==> src/eirqd_map.svh <==
// Purpose: Offsets, field positions, reset values and timing counts of the external
//          interrupt detector.
// Assumes: Avalon-MM byte addresses, one 32-bit word per register.
// Notes:   Included by the package and by the top module.
// Behaviour
// - Seven external interrupt inputs exist, each with its own enable and mode, set independently.
// - An edge mode sends one pulse to the interrupt controller on the chosen transition.
// - A level mode holds the request high while the chosen level stays on the input.
// - Detection runs in the always-on domain and a detected event can wake from hibernate.
// - Mode 000 is rising, 001 falling, 010 either edge, 011 high level, 100 low level.
// - Mode 101 acts as falling, 110 as either edge, 111 as high level.
// - An input makes requests only while its enable is 1, whatever its mode.
// - First config register holds int0 at [2:0]/3, int1 at [6:4]/7, int2 at [10:8]/11.
// - Second config register holds int4 at [2:0]/3, int5 at [6:4]/7, int7 at [14:12]/15.
// - Configuration registers reset to zero, so all inputs start disabled in rising mode.
// - Writing 1 to a clear register bit clears that input's flag; the bit returns to zero.
// - Third config register holds int8 mode at [2:0] and enable at bit 3.
`ifndef EIRQD_MAP_SVH
`define EIRQD_MAP_SVH

// ----------------------------------------------------------------
// Register byte addresses
// ----------------------------------------------------------------
`define EIRQD_ADDR_CFG_FIRST 32'h4000_2420
`define EIRQD_ADDR_CFG_SECOND 32'h4000_2424
`define EIRQD_ADDR_CFG_THIRD 32'h4000_2428
`define EIRQD_ADDR_FLAG_CLEAR 32'h4000_2430
`define EIRQD_ADDR_STATUS 32'h4000_2434

// ----------------------------------------------------------------
// Field layout and reset values
// ----------------------------------------------------------------
`define EIRQD_FIELD_W 4
`define EIRQD_MODE_W 3
`define EIRQD_EN_BIT 3
`define EIRQD_REG_W 16
`define EIRQD_CFG_RESET 16'h0000
`define EIRQD_CFG_THIRD_MASK 16'h000F
`define EIRQD_CFG_SECOND_MASK 16'hF0FF
`define EIRQD_CFG_FIRST_MASK 16'h0FFF
`define EIRQD_CLEAR_MASK 16'h01B7

// ----------------------------------------------------------------
// Timing
// ----------------------------------------------------------------
`define EIRQD_SYNC_STAGES 2
`define EIRQD_WAIT_CYCLES 1

`endif

==> src/eirqd_pkg.sv <==
// Purpose: Types shared by the external interrupt detector.
// Assumes: eirqd_map.svh holds the numbers.
// Notes:   Mode codes include the aliases.
package eirqd_pkg;
`include "eirqd_map.svh"

	typedef enum logic [2:0]
	{
		EIRQD_RISE = 3'h0,
		EIRQD_FALL = 3'h1,
		EIRQD_BOTH = 3'h2,
		EIRQD_HIGH = 3'h3,
		EIRQD_LOW = 3'h4,
		EIRQD_FALL_ALIAS = 3'h5,
		EIRQD_BOTH_ALIAS = 3'h6,
		EIRQD_HIGH_ALIAS = 3'h7
	} eirqd_mode_e;

	typedef struct packed
	{
		logic enable;
		eirqd_mode_e mode;
	} eirqd_cfg_s;

	typedef struct packed
	{
		logic read;
		logic write;
		logic [31:0] address;
		logic [3:0] byteenable;
		logic [31:0] writedata;
	} eirqd_req_s;

	typedef enum
	{
		EIRQD_IDLE,
		EIRQD_ACK
	} eirqd_state_e;
endpackage

==> src/eirqd_detect.sv <==
// Purpose: Seven-input external interrupt detector with Avalon-MM configuration.
// Assumes: Always-on core clock at 10 MHz, synchronous active-high reset.
// Notes:   Input index 0..8 with 3 and 6 absent; absent lanes are tied off.
`timescale 1ns/100ps
`include "eirqd_map.svh"

module eirqd_detect
	import eirqd_pkg::*;
#(
	parameter int NUM_LANES = 9
)
(
	// Clock and reset
	input wire logic clock,
	input wire logic reset,
	// Avalon-MM slave
	input wire logic read,
	input wire logic write,
	input wire logic [31:0] address,
	input wire logic [3:0] byteenable,
	input wire logic [31:0] writedata,
	output logic [31:0] readdata,
	output logic waitrequest,
	output logic [1:0] response,
	// External pins, after the pin input path
	input wire logic [NUM_LANES-1:0] extPin,
	// Requests toward the interrupt controller
	output logic [NUM_LANES-1:0] irqRequest,
	output logic wakeRequest,
	output logic [NUM_LANES-1:0] irqFlag
);

	// ----------------------------------------------------------------
	// Helpers
	// ----------------------------------------------------------------
	function automatic logic [15:0] merge16(input logic [15:0] old, input logic [31:0] data,
		input logic [3:0] be, input logic [15:0] mask);
		logic [15:0] v;
		v = old;
		if (be[0])
		begin
			v[7:0] = data[7:0];
		end
		if (be[1])
		begin
			v[15:8] = data[15:8];
		end
		return v & mask;
	endfunction

	function automatic eirqd_cfg_s laneCfg(input logic [15:0] reg16, input int slot);
		eirqd_cfg_s c;
		c.enable = reg16[slot*`EIRQD_FIELD_W + `EIRQD_EN_BIT];
		c.mode = eirqd_mode_e'(reg16[slot*`EIRQD_FIELD_W +: `EIRQD_MODE_W]);
		return c;
	endfunction

	// Full-word compare, so an alias of a register reads as unmapped
	function automatic logic addrIs(input logic [31:0] a, input logic [31:0] target);
		return a == target;
	endfunction

	// Bit 1 is the edge pulse, bit 0 the level hit, both held off by a clear enable
	function automatic logic [1:0] laneDetect(input eirqd_cfg_s c, input logic pinLevel,
		input logic upEdge, input logic downEdge);
		logic edgeHit;
		logic levelOn;
		edgeHit = 1'b0;
		levelOn = 1'b0;
		case (c.mode)
			EIRQD_RISE:
			begin
				edgeHit = upEdge;
			end
			EIRQD_FALL, EIRQD_FALL_ALIAS:
			begin
				edgeHit = downEdge;
			end
			EIRQD_BOTH, EIRQD_BOTH_ALIAS:
			begin
				edgeHit = upEdge | downEdge;
			end
			EIRQD_HIGH, EIRQD_HIGH_ALIAS:
			begin
				levelOn = pinLevel;
			end
			EIRQD_LOW:
			begin
				levelOn = ~pinLevel;
			end
			default:
			begin
				edgeHit = 1'b0;
			end
		endcase
		return {edgeHit & c.enable, levelOn & c.enable};
	endfunction

	// ----------------------------------------------------------------
	// Register bus
	// ----------------------------------------------------------------
	eirqd_req_s req;
	eirqd_state_e state;
	eirqd_state_e next_state;
	logic [15:0] cfgFirst;
	logic [15:0] cfgSecond;
	logic [15:0] cfgThird;
	logic [15:0] flagClear;
	logic [31:0] next_readdata;
	logic [1:0] next_response;

	assign req = '{read: read, write: write, address: address, byteenable: byteenable,
		writedata: writedata};

	wire logic access = (req.read | req.write) && (state == EIRQD_IDLE);
	wire logic hitFirst = addrIs(req.address, `EIRQD_ADDR_CFG_FIRST);
	wire logic hitSecond = addrIs(req.address, `EIRQD_ADDR_CFG_SECOND);
	wire logic hitThird = addrIs(req.address, `EIRQD_ADDR_CFG_THIRD);
	wire logic hitClear = addrIs(req.address, `EIRQD_ADDR_FLAG_CLEAR);
	wire logic hitStatus = addrIs(req.address, `EIRQD_ADDR_STATUS);
	wire logic hitAny = hitFirst | hitSecond | hitThird | hitClear | hitStatus;
	wire logic takeWrite = access & req.write;
	// Writes land at the edge where the master sees waitrequest low, not earlier
	wire logic doWrite = req.write && (state == EIRQD_ACK);

	// One wait cycle: request accepted on the second edge
	always_comb
	begin
		next_state = EIRQD_IDLE;
		case (state)
			EIRQD_IDLE:
			begin
				next_state = access ? EIRQD_ACK : EIRQD_IDLE;
			end
			EIRQD_ACK:
			begin
				next_state = EIRQD_IDLE;
			end
			default:
			begin
				next_state = EIRQD_IDLE;
			end
		endcase
	end

	// Low only in the ack cycle, and low when idle with no request
	assign waitrequest = (read | write) && (state != EIRQD_ACK);

	always_comb
	begin
		next_readdata = readdata;
		next_response = response;
		if (access & req.read)
		begin
			next_readdata = 32'h0000_0000;
			next_response = hitAny ? 2'h0 : 2'h2;
			if (hitFirst)
			begin
				next_readdata = {16'h0000, cfgFirst};
			end
			if (hitSecond)
			begin
				next_readdata = {16'h0000, cfgSecond};
			end
			if (hitThird)
			begin
				next_readdata = {16'h0000, cfgThird};
			end
			if (hitClear)
			begin
				next_readdata = {16'h0000, flagClear};
			end
			if (hitStatus)
			begin
				next_readdata = 32'(irqFlag);
			end
		end
		else if (takeWrite)
		begin
			next_response = hitAny ? 2'h0 : 2'h2;
		end
	end

	always_ff @(posedge clock)
	begin
		if (reset)
		begin
			state <= EIRQD_IDLE;
			readdata <= 32'h0000_0000;
			response <= 2'h0;
		end
		else
		begin
			state <= next_state;
			readdata <= next_readdata;
			response <= next_response;
		end
	end

	// Configuration registers
	always_ff @(posedge clock)
	begin
		if (reset)
		begin
			cfgFirst <= `EIRQD_CFG_RESET;
			cfgSecond <= `EIRQD_CFG_RESET;
			cfgThird <= `EIRQD_CFG_RESET;
		end
		else if (doWrite)
		begin
			if (hitFirst)
			begin
				cfgFirst <= merge16(cfgFirst, writedata, byteenable, `EIRQD_CFG_FIRST_MASK);
			end
			if (hitSecond)
			begin
				cfgSecond <= merge16(cfgSecond, writedata, byteenable,
					`EIRQD_CFG_SECOND_MASK);
			end
			if (hitThird)
			begin
				cfgThird <= merge16(cfgThird, writedata, byteenable, `EIRQD_CFG_THIRD_MASK);
			end
		end
	end

	// Clear bits last one cycle, then fall back by themselves
	always_ff @(posedge clock)
	begin
		if (reset)
		begin
			flagClear <= `EIRQD_CFG_RESET;
		end
		else if (doWrite && hitClear)
		begin
			flagClear <= merge16(16'h0000, writedata, byteenable, `EIRQD_CLEAR_MASK);
		end
		else
		begin
			flagClear <= 16'h0000;
		end
	end

	// ----------------------------------------------------------------
	// Lane configuration map
	// ----------------------------------------------------------------
	eirqd_cfg_s cfg [NUM_LANES];

	assign cfg[0] = laneCfg(cfgFirst, 0);
	assign cfg[1] = laneCfg(cfgFirst, 1);
	assign cfg[2] = laneCfg(cfgFirst, 2);
	assign cfg[3] = '{enable: 1'b0, mode: EIRQD_RISE};
	assign cfg[4] = laneCfg(cfgSecond, 0);
	assign cfg[5] = laneCfg(cfgSecond, 1);
	assign cfg[6] = '{enable: 1'b0, mode: EIRQD_RISE};
	assign cfg[7] = laneCfg(cfgSecond, 3);
	assign cfg[8] = laneCfg(cfgThird, 0);

	// ----------------------------------------------------------------
	// Synchroniser and detection
	// ----------------------------------------------------------------
	logic [NUM_LANES-1:0] syncMeta;
	logic [NUM_LANES-1:0] syncPin;
	logic [NUM_LANES-1:0] prevPin;
	logic [NUM_LANES-1:0] edgePulse;
	logic [NUM_LANES-1:0] levelHit;
	logic [NUM_LANES-1:0] next_irqFlag;

	// Pins are asynchronous; first stage feeds only the second
	always_ff @(posedge clock)
	begin
		if (reset)
		begin
			syncMeta <= '0;
			syncPin <= '0;
			prevPin <= '0;
		end
		else
		begin
			syncMeta <= extPin;
			syncPin <= syncMeta;
			prevPin <= syncPin;
		end
	end

	wire logic [NUM_LANES-1:0] rise = syncPin & ~prevPin;
	wire logic [NUM_LANES-1:0] fall = ~syncPin & prevPin;

	// Each lane decodes only its own field
	always_comb
	begin
		for (int i = 0; i < NUM_LANES; i++)
		begin
			{edgePulse[i], levelHit[i]} = laneDetect(cfg[i], syncPin[i], rise[i], fall[i]);
		end
	end

	// Sticky flag: a new event wins over a clear in the same cycle
	assign next_irqFlag = (irqFlag & ~flagClear[NUM_LANES-1:0]) | edgePulse | levelHit;

	// ----------------------------------------------------------------
	// Requests, flags and wake
	// ----------------------------------------------------------------
	wire logic [NUM_LANES-1:0] laneEvent = edgePulse | levelHit;

	// Edge gives one-cycle pulse, level follows the pin
	always_ff @(posedge clock)
	begin
		if (reset)
		begin
			irqRequest <= '0;
		end
		else
		begin
			irqRequest <= laneEvent;
		end
	end

	always_ff @(posedge clock)
	begin
		if (reset)
		begin
			irqFlag <= '0;
		end
		else
		begin
			irqFlag <= next_irqFlag;
		end
	end

	// Clock stays on in always-on domain, so wake rides the same event
	always_ff @(posedge clock)
	begin
		if (reset)
		begin
			wakeRequest <= 1'b0;
		end
		else
		begin
			wakeRequest <= |laneEvent;
		end
	end

endmodule

==> config.mk <==
export PLATFORM = sky130hd
export DESIGN_NAME = eirqd_detect
export DESIGN_NICKNAME = d
export VERILOG_FILES = /design/src/eirqd_pkg.sv /design/src/eirqd_detect.sv
export VERILOG_INCLUDE_DIRS = /design/src
export SDC_FILE = /design/constraint.sdc
export NUM_CORES = 1
export LEC_CHECK = 0
export ABC_AREA = 0
export BUFFER_PORTS_ARGS = -buffer_cell sky130_fd_sc_hd__buf_2
export CORE_MARGIN = 5
export CORE_UTILIZATION = 37
export DETAILED_ROUTE_END_ITERATION = 12
export GPL_TIMING_DRIVEN = 0
export SYNTH_ARGS = -nofsm -noshare
export SYNTH_HDL_FRONTEND = slang
export SYNTH_SLANG_ARGS = --single-unit
==> constraint.sdc <==
create_clock -name clock -period 4.3 [get_ports clock]
set_input_delay 0.43 -clock clock [delete_from_list [all_inputs] [get_ports clock]]
set_output_delay 0.43 -clock clock [all_outputs]
set_load 0.01 [all_outputs]
==> results.cfg, run 1 <==
[global_route]
grt_max_degree = 15
grt_pass1_vias = 3392
antenna_found_initial = 0
grt_use_total = 0.168
overflow = 0
grt_first_pass_wirelength_um = 17100

[routing]
route.detailed.drc = 0
drt_iter0_markers = 178
ant_nets = 0
dr.pass1.iters = 4
drt-total-wl_um = 11000
viasPerCell = 4.82
post_drt_wl_per_cell_um = 15.8
vias = 3381

[floorplanning]
core_area_um2 = 10900
pin_count = 135
die_w_um = 115
initial_core_util = 0.378
placementRows = 38
die_h_um = 115
die_area_um2 = 13300

[synthesis]
syn_area_um2 = 4110
avgSynthCellArea_um2 = 9.45
synth_area_leaders = dfxtp_1, mux2i_1, ha_1
synth-edff-count = 0
ys_types = 44
yosysTopAreaCellShare = 0.433
synthFlopType = dfxtp_1
yosysSeqAreaShare = 0.433
async_flop_share = 0
yosys.area.top_type = dfxtp_1
postSynthCellCount = 435
synth-seq-cells = 89
yosysWarnings = 0

[cells_and_area]
antenna_cells = 0
fin_area_um2 = 5030
drive_gt1_frac = 0.253
layout.nets = 660
areaGrowthSynthToFinish_pct = 22.4
n_fill_cell = 1092

[sta]
setup_violations = 0
relSlewSlack = 0.370
rsz0062_at_grt = false
finalHoldViolations = 0
min_period_over_period = 0.556
hold_slack_ps = 273
max_freq_mhz = 418
fin_setup_tns_ps = 0
clock_skew_ps = 5.97
period_minus_slack_ps = 2390
report.final.slew_viol_count = 0
tightest_slew_ps = 936

[critical_path]
critPathMaxFanout = 9
r2r_cells = 6
rr_startpoint = syncPin[0]$_SDFF_PP0_
critPathCaptureType = register
crit_required_ps = 4520
arrival_ps = 2610
r2r-end = wakeRequest$_SDFF_PP0_
cp-start-kind = primary input
path_class = primary input to register
r2r_slack_ps = 2400

[min_path]
worstHoldEndpoint = syncMeta[0]$_SDFF_PP0_
min_from = extPin[0]
hp-class = primary input to register
holdPathStages = 2

[clock_tree]
clkTransAtPathRegs_ps = 90
cts_tree = yes
cts_root_buf = clkbuf_8
numClockSinks = 89
htree_levels = 3
post_cts.repair.setup_buffers = 0
clk_path_buf_depth = 2
numCtsBuffers = 9
clock_latency_ps = 350
postCtsHoldBufs = 0
cts_resized = 0

[placed_design]
dp_hpwl_um = 8520
gp_congestion = 0.816
portBuffers = 91
post_dp_cell_area_um2 = 4820

[power_and_ir_drop]
finalPower_mw = 1.60
peakVddDrop_mv = 0.220
p_leak_nw = 2.35
powerDensity_nw_per_um2 = 317

[flow_run]
cap_violations = 0

[run_status]
outcome = finished clean
-- per-stage QoR --
stage	util	cells	setup WS, ps
3_3_place_gp	0.443	686	1550
5_1_grt	0.462	701	1750
6_report	0.462	701	1910
3_5_place_dp	0.443	686	1490
4_1_cts	0.462	701	1870
2_1_floorplan	-	455	1910
-- how the worst max path moves through the flow --
stage,from,endpoint,slack [ps],cells past startpoint
2_1_floorplan,address[1],cfgSecond[6]$_SDFFE_PP0P_,1910,7
3_3_place_gp,address[9],cfgFirst[2]$_SDFFE_PP0P_,1550,6
3_5_place_dp,address[27],cfgFirst[2]$_SDFFE_PP0P_,1490,6
4_1_cts,address[27],cfgFirst[4]$_SDFFE_PP0P_,1870,6
5_1_grt,address[9],cfgFirst[4]$_SDFFE_PP0P_,1750,6
6_report,address[27],cfgFirst[3]$_SDFFE_PP0P_,1910,6
-- cells in the mapped netlist, types with 5 or more instances --
cell,count
a21oi_1,9
a22oi_1,7
a32o_1,8
buf_4,21
clkbuf_1,11
dfxtp_1,89
ha_1,22
inv_1,36
mux2i_1,39
nand2_1,18
nand2b_1,9
nand3_1,5
nor2_1,63
nor2b_1,24
nor4_4,5
o21ai_0,8
o22ai_1,6
-- metal layers --
layer,global-route usage,routed length (um)
met5,0,0
met2,0.287,5310
met1,0.204,4700
met4,0.0595,252
met3,0.0449,785
-- layout by cell type (no fill, tap or decap), types with 4 or more instances in the layout --
master	n
a21oi_1	9
a22oi_1	7
a32o_1	8
buf_2	93
buf_4	21
clkbuf_1	11
clkbuf_8	10
conb_1	21
dfxtp_1	89
ha_1	22
inv_1	36
mux2_2	4
mux2i_1	39
nand2_1	18
nand2b_1	9
nand3_1	5
nor2_1	63
nor2b_1	24
nor4_1	4
nor4_4	5
nor4b_1	4
o21ai_0	8
o22ai_1	6
-- layout make-up --
| type | instances | area [um^2] | share of cell area |
|---|---|---|---|
| multi-input combinational | 293 | 2040 | 0.406 |
| sequential | 89 | 1780 | 0.354 |
| timing repair buffer | 91 | 455 | 0.0905 |
| buffer | 37 | 228 | 0.0452 |
| tap | 140 | 175 | 0.0348 |
| clock buffer | 10 | 138 | 0.0273 |
| inverter | 36 | 135 | 0.0268 |
| clock inverter | 5 | 78.8 | 0.0157 |
-- report_power, final --
part           switching, mW  total [mW]  internal (mW)
registers            0.00453       0.837          0.833
logic                 0.0685       0.122         0.0535
clock network          0.297       0.637          0.340
total                  0.370        1.60           1.23
-- registers in the layout, indices dropped and copies added, names as in the netlist --
register	flops
cfgFirst	12
cfgSecond	12
cfgThird	4
flagClear	7
irqFlag	7
irqRequest	7
prevPin	7
readdata	16
response	1
state	1
syncMeta	7
syncPin	7
wakeRequest	1
-- critical path, stage by stage --
cell     delay, ps
buf_2          100
nor4b_1        400
nand4_2        480
nor4_4         880
mux2i_1        270
nor2_1          50
-- cell families after synthesis --
kind of cell | count (synthesis) | synth area share
adder cells (fa/ha/maj) | 22 | 0.0669
other | 1 | 0.000912
buffers and inverters | 73 | 0.0882
AND/OR/NAND/NOR | 149 | 0.200
AO/OA/AOI/OAI | 58 | 0.105
multiplexers | 43 | 0.106
flip-flops | 89 | 0.433
Note: power is estimated with default switching activity, not from simulation.
==> inputs of run 2 (changes only) <==
Clock period 4.3 ns to 2.1 ns, I/O delays scaled along.
==> run 2 against run 1 <==
Net effect: die area stayed put; sequential share of layout area fell by 0.25 points; clock skew is 0.77 ps lower; setup slack worse by 1800 ps; global-route usage shrank 0.32 points; combinational power rose by 110%; total power is 90% higher; largest power group unchanged.
==> results.cfg, run 2 (synthesis results as in run 1) <==
[sta]
tightest_slew_ps = 725
relSlewSlack = 0.516
finalHoldViolations = 0
max_freq_mhz = 493
setup_violations = 0
period_minus_slack_ps = 2030
finalWorstSetupSlack_ps = 71.7
report.final.slew_viol_count = 0
min_period_over_period = 0.966
rsz0062_at_grt = false
clock_skew_ps = 5.20

[clock_tree]
numClockSinks = 89
htree_levels = 3
clkTransAtPathRegs_ps = 80
numCtsBuffers = 9
clk_path_buf_depth = 2
cts_tree = yes
clock_latency_ps = 360
cts_root_buf = clkbuf_8

[cells_and_area]
largest_register_ffs = 16
layout.nets = 668
regMostFlops = readdata
n_fill_cell = 1077
areaGrowthSynthToFinish_pct = 23.3
fin_util = 0.466
final_common_cell = buf_2
drive_gt1_frac = 0.265
antenna_cells = 0
mostFrequentLayoutCells = buf_2, dfxtp_1, nor2_1
reg_top3 = readdata: 16 flops, cfgFirst: 12 flops, cfgSecond: 12 flops

[critical_path]
path_cells = buf_2 > or4_4 > or3_1 > buf_6 > nor4_4 > nor2b_1 > clkbuf_4 > a32o_1
cp-start-kind = primary input
path_buf_inv = 3
r2r-end = readdata[2]$_SDFFE_PP0P_
crit_cells = 8
cp_slowest_cell = or4_4
rr_startpoint = state[0]$_SDFF_PP0_
arrival_ps = 2330
r2r_cells = 5
r2r_slack_ps = 190
crit_end = readdata[9]$_SDFFE_PP0P_
critPathMaxFanout = 9
crit_required_ps = 2400
critPathCaptureType = register
path_class = primary input to register
crit_path_start = address[1]
path_delay_family = simple AND/OR/NAND/NOR gates
max_stage_delay_ps = 550

[power_and_ir_drop]
p_leak_nw = 2.38
powerDensity_nw_per_um2 = 599
peakVddDrop_mv = 0.266

[routing]
drt_iter0_markers = 150
route.detailed.drc = 0
ant_nets = 0
post_drt_wl_per_cell_um = 15.3
dr.pass1.iters = 4
vias = 3421
drt-total-wl_um = 10900
viasPerCell = 4.82

[global_route]
overflow = 0
grt_use_total = 0.165
use_met2 = 0.286
busiest_layer = met2
grt_first_pass_wirelength_um = 16700
grt_max_degree = 14
gr-usage-met3 = 0.0261
grt_pass1_vias = 3299
gr-usage-met1 = 0.198
antenna_found_initial = 0

[floorplanning]
pin_count = 135
placementRows = 38
die_area_um2 = 13300
initial_core_util = 0.378
core_area_um2 = 10900
die_w_um = 115
die_h_um = 115

[min_path]
hp-class = primary input to register

[placed_design]
dp_hpwl_um = 8500
portBuffers = 91
post-place-ws_ps = -498
gp_congestion = 0.796

[run_status]
outcome = finished clean

[flow_run]
cap_violations = 0
run 2: cell types whose count changed in the layout (fill, tap and decap cells not counted), sizes merged:
cell | previous run | this run
buf | 117 | 124
clkbuf | 21 | 25
bufinv | 2 | 0
clkinv | 2 | 3
inv | 37 | 36
run 2: worst register-to-register path: stages (launching register included):
cell and delay, ps:
dfxtp_1 370, nand2b_1 320, nor2b_1 420, clkbuf_1 480, a22oi_1 180, nand2_1 90
run 2: report_power, final:
| group | internal (mW) | leakage (nW) | switching, mW | total, mW |
|---|---|---|---|---|
| Sequential | 1.70 | 0.721 | 0.00940 | 1.71 |
| Combinational | 0.110 | 1.57 | 0.143 | 0.253 |
| Clock | 0.490 | 0.0932 | 0.579 | 1.07 |
| Total | 2.31 | 2.38 | 0.731 | 3.04 |
run 2: per-layer routing:
metal	vias up	routed length, um
met3	16	620
met1	1602	4630
li1	1708	-
met4	0	273
met2	95	5350
met5	-	0
run 2: worst min path at each step:
stage | start | end | cells past startpoint
6_report | extPin[7] | syncMeta[7]$_SDFF_PP0_ | 2
5_1_grt | extPin[1] | syncMeta[1]$_SDFF_PP0_ | 2
4_1_cts | extPin[7] | syncMeta[7]$_SDFF_PP0_ | 2
3_5_place_dp | extPin[7] | syncMeta[7]$_SDFF_PP0_ | 2
3_3_place_gp | extPin[5] | syncMeta[5]$_SDFF_PP0_ | 2
2_1_floorplan | writedata[0] | flagClear[0]$_SDFF_PP0_ | 2
run 2: repair_timing:
action	4_1_cts	5_1_grt
endpoints found under the setup margin	14	17
buffers inserted	2	6
gates resized for setup	2	1
hold buffers	0	0
pin swaps	1	2
run 2: final cells by class:
cell class                      instances  area (um^2)  area share
Sequential cell                        89         1780       0.351
Timing Repair Buffer                   99          515       0.102
Clock inverter                          3         15.0     0.00296
Multi-Input combinational cell        293         2050       0.405
Clock buffer                           13          159      0.0313
Tap cell                              140          175      0.0345
Inverter                               36          135      0.0266
Buffer                                 37          236      0.0466
run 2: stage by stage:
step	hold slack, ps	cell area (um^2)	setup TNS [ps]	std cells	power (mW)
after CTS	38.8	5020	0	704	3.07
after global placement	418	4830	-13140	686	2.00
after detailed placement	422	4830	-14420	686	2.01
final	51.8	5070	0	710	3.04
after floorplan	322	4200	-543	455	1.90
after global routing	45.0	5070	0	710	3.16
==> inputs of run 3 (changes only) <==
Settings changed: CORE_MARGIN 5 to 2, PLACE_DENSITY from default to 0.6.
==> run 3 against run 2 <==
Net effect: clock power grew 14%; largest power group unchanged; total power grew 5.1%; sequential power is essentially flat; final area grew 0.39%; first-iteration DRC count shrank 40%; combinational power is essentially flat; register-to-register slack lost 40 ps; global-route usage grew 1.8 points.
==> results.cfg, run 3 (synthesis results as in run 1) <==
[power_and_ir_drop]
peakVddDrop_mv = 0.314
powerDensity_nw_per_um2 = 627
seqPwrFrac = 0.537
p_comb_frac = 0.080
p_switching_mw = 0.760
swShare = 0.238
p_clk_frac = 0.383
p_int_mw = 2.43
p_leak_nw = 2.38

[routing]
dr.pass1.iters = 4
post_drt_wl_per_cell_um = 15.4
viasPerCell = 4.85
drt-total-wl_um = 10900
vias = 3437
ant_nets = 0
route.detailed.drc = 0
drt_iter0_markers = 90

[placed_design]
dp.cells = 686
dp_hpwl_um = 8160
portBuffers = 91
gp_congestion = 0.838

[sta]
relSlewSlack = 0.496
finalHoldViolations = 0
setup_violations = 0
clock_skew_ps = 10.7
min_period_over_period = 0.971
period_minus_slack_ps = 2040
fin_setup_tns_ps = 0
report.final.slew_viol_count = 0
max_freq_mhz = 491
tightest_slew_ps = 756

[critical_path]
r2r_slack_ps = 150
cp-start-kind = primary input
rr_startpoint = prevPin[2]$_SDFF_PP0_
r2r-end = wakeRequest$_SDFF_PP0_
path_class = primary input to register
arrival_ps = 2340
crit_required_ps = 2400
critPathMaxFanout = 9
r2r_cells = 7
critPathCaptureType = register

[cells_and_area]
largest_register_ffs = 16
mostFrequentLayoutCells = buf_2, dfxtp_1, nor2_1
layout.nets = 666
areaGrowthSynthToFinish_pct = 23.8
antenna_cells = 0
reg_top3 = readdata: 16 flops, cfgFirst: 12 flops, cfgSecond: 12 flops
final_common_cell = buf_2
layoutNonFillerInstCount = 708
regMostFlops = readdata
drive_gt1_frac = 0.266

[global_route]
grt_pass1_vias = 3319
grt_max_degree = 15
grt_use_total = 0.182
overflow = 0
antenna_found_initial = 0
grt_first_pass_wirelength_um = 16300

[clock_tree]
clk_path_buf_depth = 2
cts_tree = yes
numClockSinks = 89
clkTransAtPathRegs_ps = 90
cts_root_buf = clkbuf_8
htree_levels = 3
numCtsBuffers = 9
postCtsHoldBufs = 0
clock_latency_ps = 360

[floorplanning]
die_h_um = 109
die_area_um2 = 12000
core_area_um2 = 10800
die_w_um = 109
initial_core_util = 0.379
pin_count = 135
placementRows = 38

[min_path]
holdPathStages = 2
hp-class = primary input to register
worstHoldEndpoint = syncMeta[8]$_SDFF_PP0_
min_from = extPin[8]

[run_status]
outcome = finished clean

[flow_run]
cap_violations = 0
==> run 3: changes by cell type in the layout (fill, tap and decap cells not counted) <==
cell / change
clkinvlp_4: +1
nor2b_1: -1
clkinv_4: +1
clkbuf_1: -1
clkinv_2: -2
bufinv_16: +1
buf_4: -1
nor2b_2: +1
clkbuf_4: -1
==> run 3: cell type report <==
| cell class | instances | area, um^2 |
|---|---|---|
| fill | 1079 | 5750 |
| multi-input combinational | 293 | 2060 |
| sequential | 89 | 1780 |
| timing repair buffer | 97 | 500 |
| buffer | 37 | 236 |
| tap | 140 | 175 |
| clock buffer | 12 | 155 |
| inverter | 36 | 135 |
| clock inverter | 4 | 51.3 |
==> run 3: timing repair <==
action                                  in CTS  in global routing
setup buffers                                2                  4
hold endpoints to repair                     0                  0
pin swaps                                    2                  1
endpoints found under the setup margin      15                 13
resized for setup                            0                  5
==> run 3: power by group through the flow <==
stage          Clock (mW)  Combinational (mW)  Sequential [mW]
2_1_floorplan           0               0.143             1.75
3_3_place_gp            0               0.248             1.75
3_5_place_dp            0               0.252             1.75
4_1_cts              1.24               0.253             1.71
5_1_grt              1.30               0.283             1.72
6_report             1.22               0.255             1.71
==> run 3: worst max-delay path: stages <==
cell and delay [ps]:
buf_2 100, or4_4 560, or3_1 400, buf_6 160, nor4_4 350, nor2b_2 200
buf_4 170, a32o_1 180
==> run 3: through the flow <==
stage               cell area (um^2)  total power [mW]  hold WS (ps)   util  worst slack, ps
floorplan                       4200              1.90           322      -            -39.8
global placement                4830              2.00           420  0.445             -414
detailed placement              4830              2.01           423  0.445             -440
CTS                             5050              3.20          53.4  0.466             16.9
global route                    5090              3.30          43.5  0.470            -14.1
finish                          5090              3.19          55.1  0.470             61.4
==> run 3: worst max-delay path by stage <==
stage | slack (ps) | end | start | cells past startpoint
2_1_floorplan | -40 | cfgSecond[6]$_SDFFE_PP0P_ | address[1] | 7
3_3_place_gp | -410 | cfgFirst[5]$_SDFFE_PP0P_ | address[1] | 7
3_5_place_dp | -440 | cfgFirst[5]$_SDFFE_PP0P_ | address[1] | 7
4_1_cts | 20 | wakeRequest$_SDFF_PP0_ | syncPin[0]$_SDFF_PP0_ | 6
5_1_grt | -10 | readdata[15]$_SDFFE_PP0P_ | address[1] | 8
6_report | 60 | readdata[12]$_SDFFE_PP0P_ | address[1] | 8
==> run 3: metal layers <==
metal	up-vias	share of wire	global-route usage
li1	1697	-	-
met1	1585	0.42	0.219
met2	124	0.48	0.309
met3	31	0.065	0.0379
met4	0	0.034	0.0895
met5	-	0	0
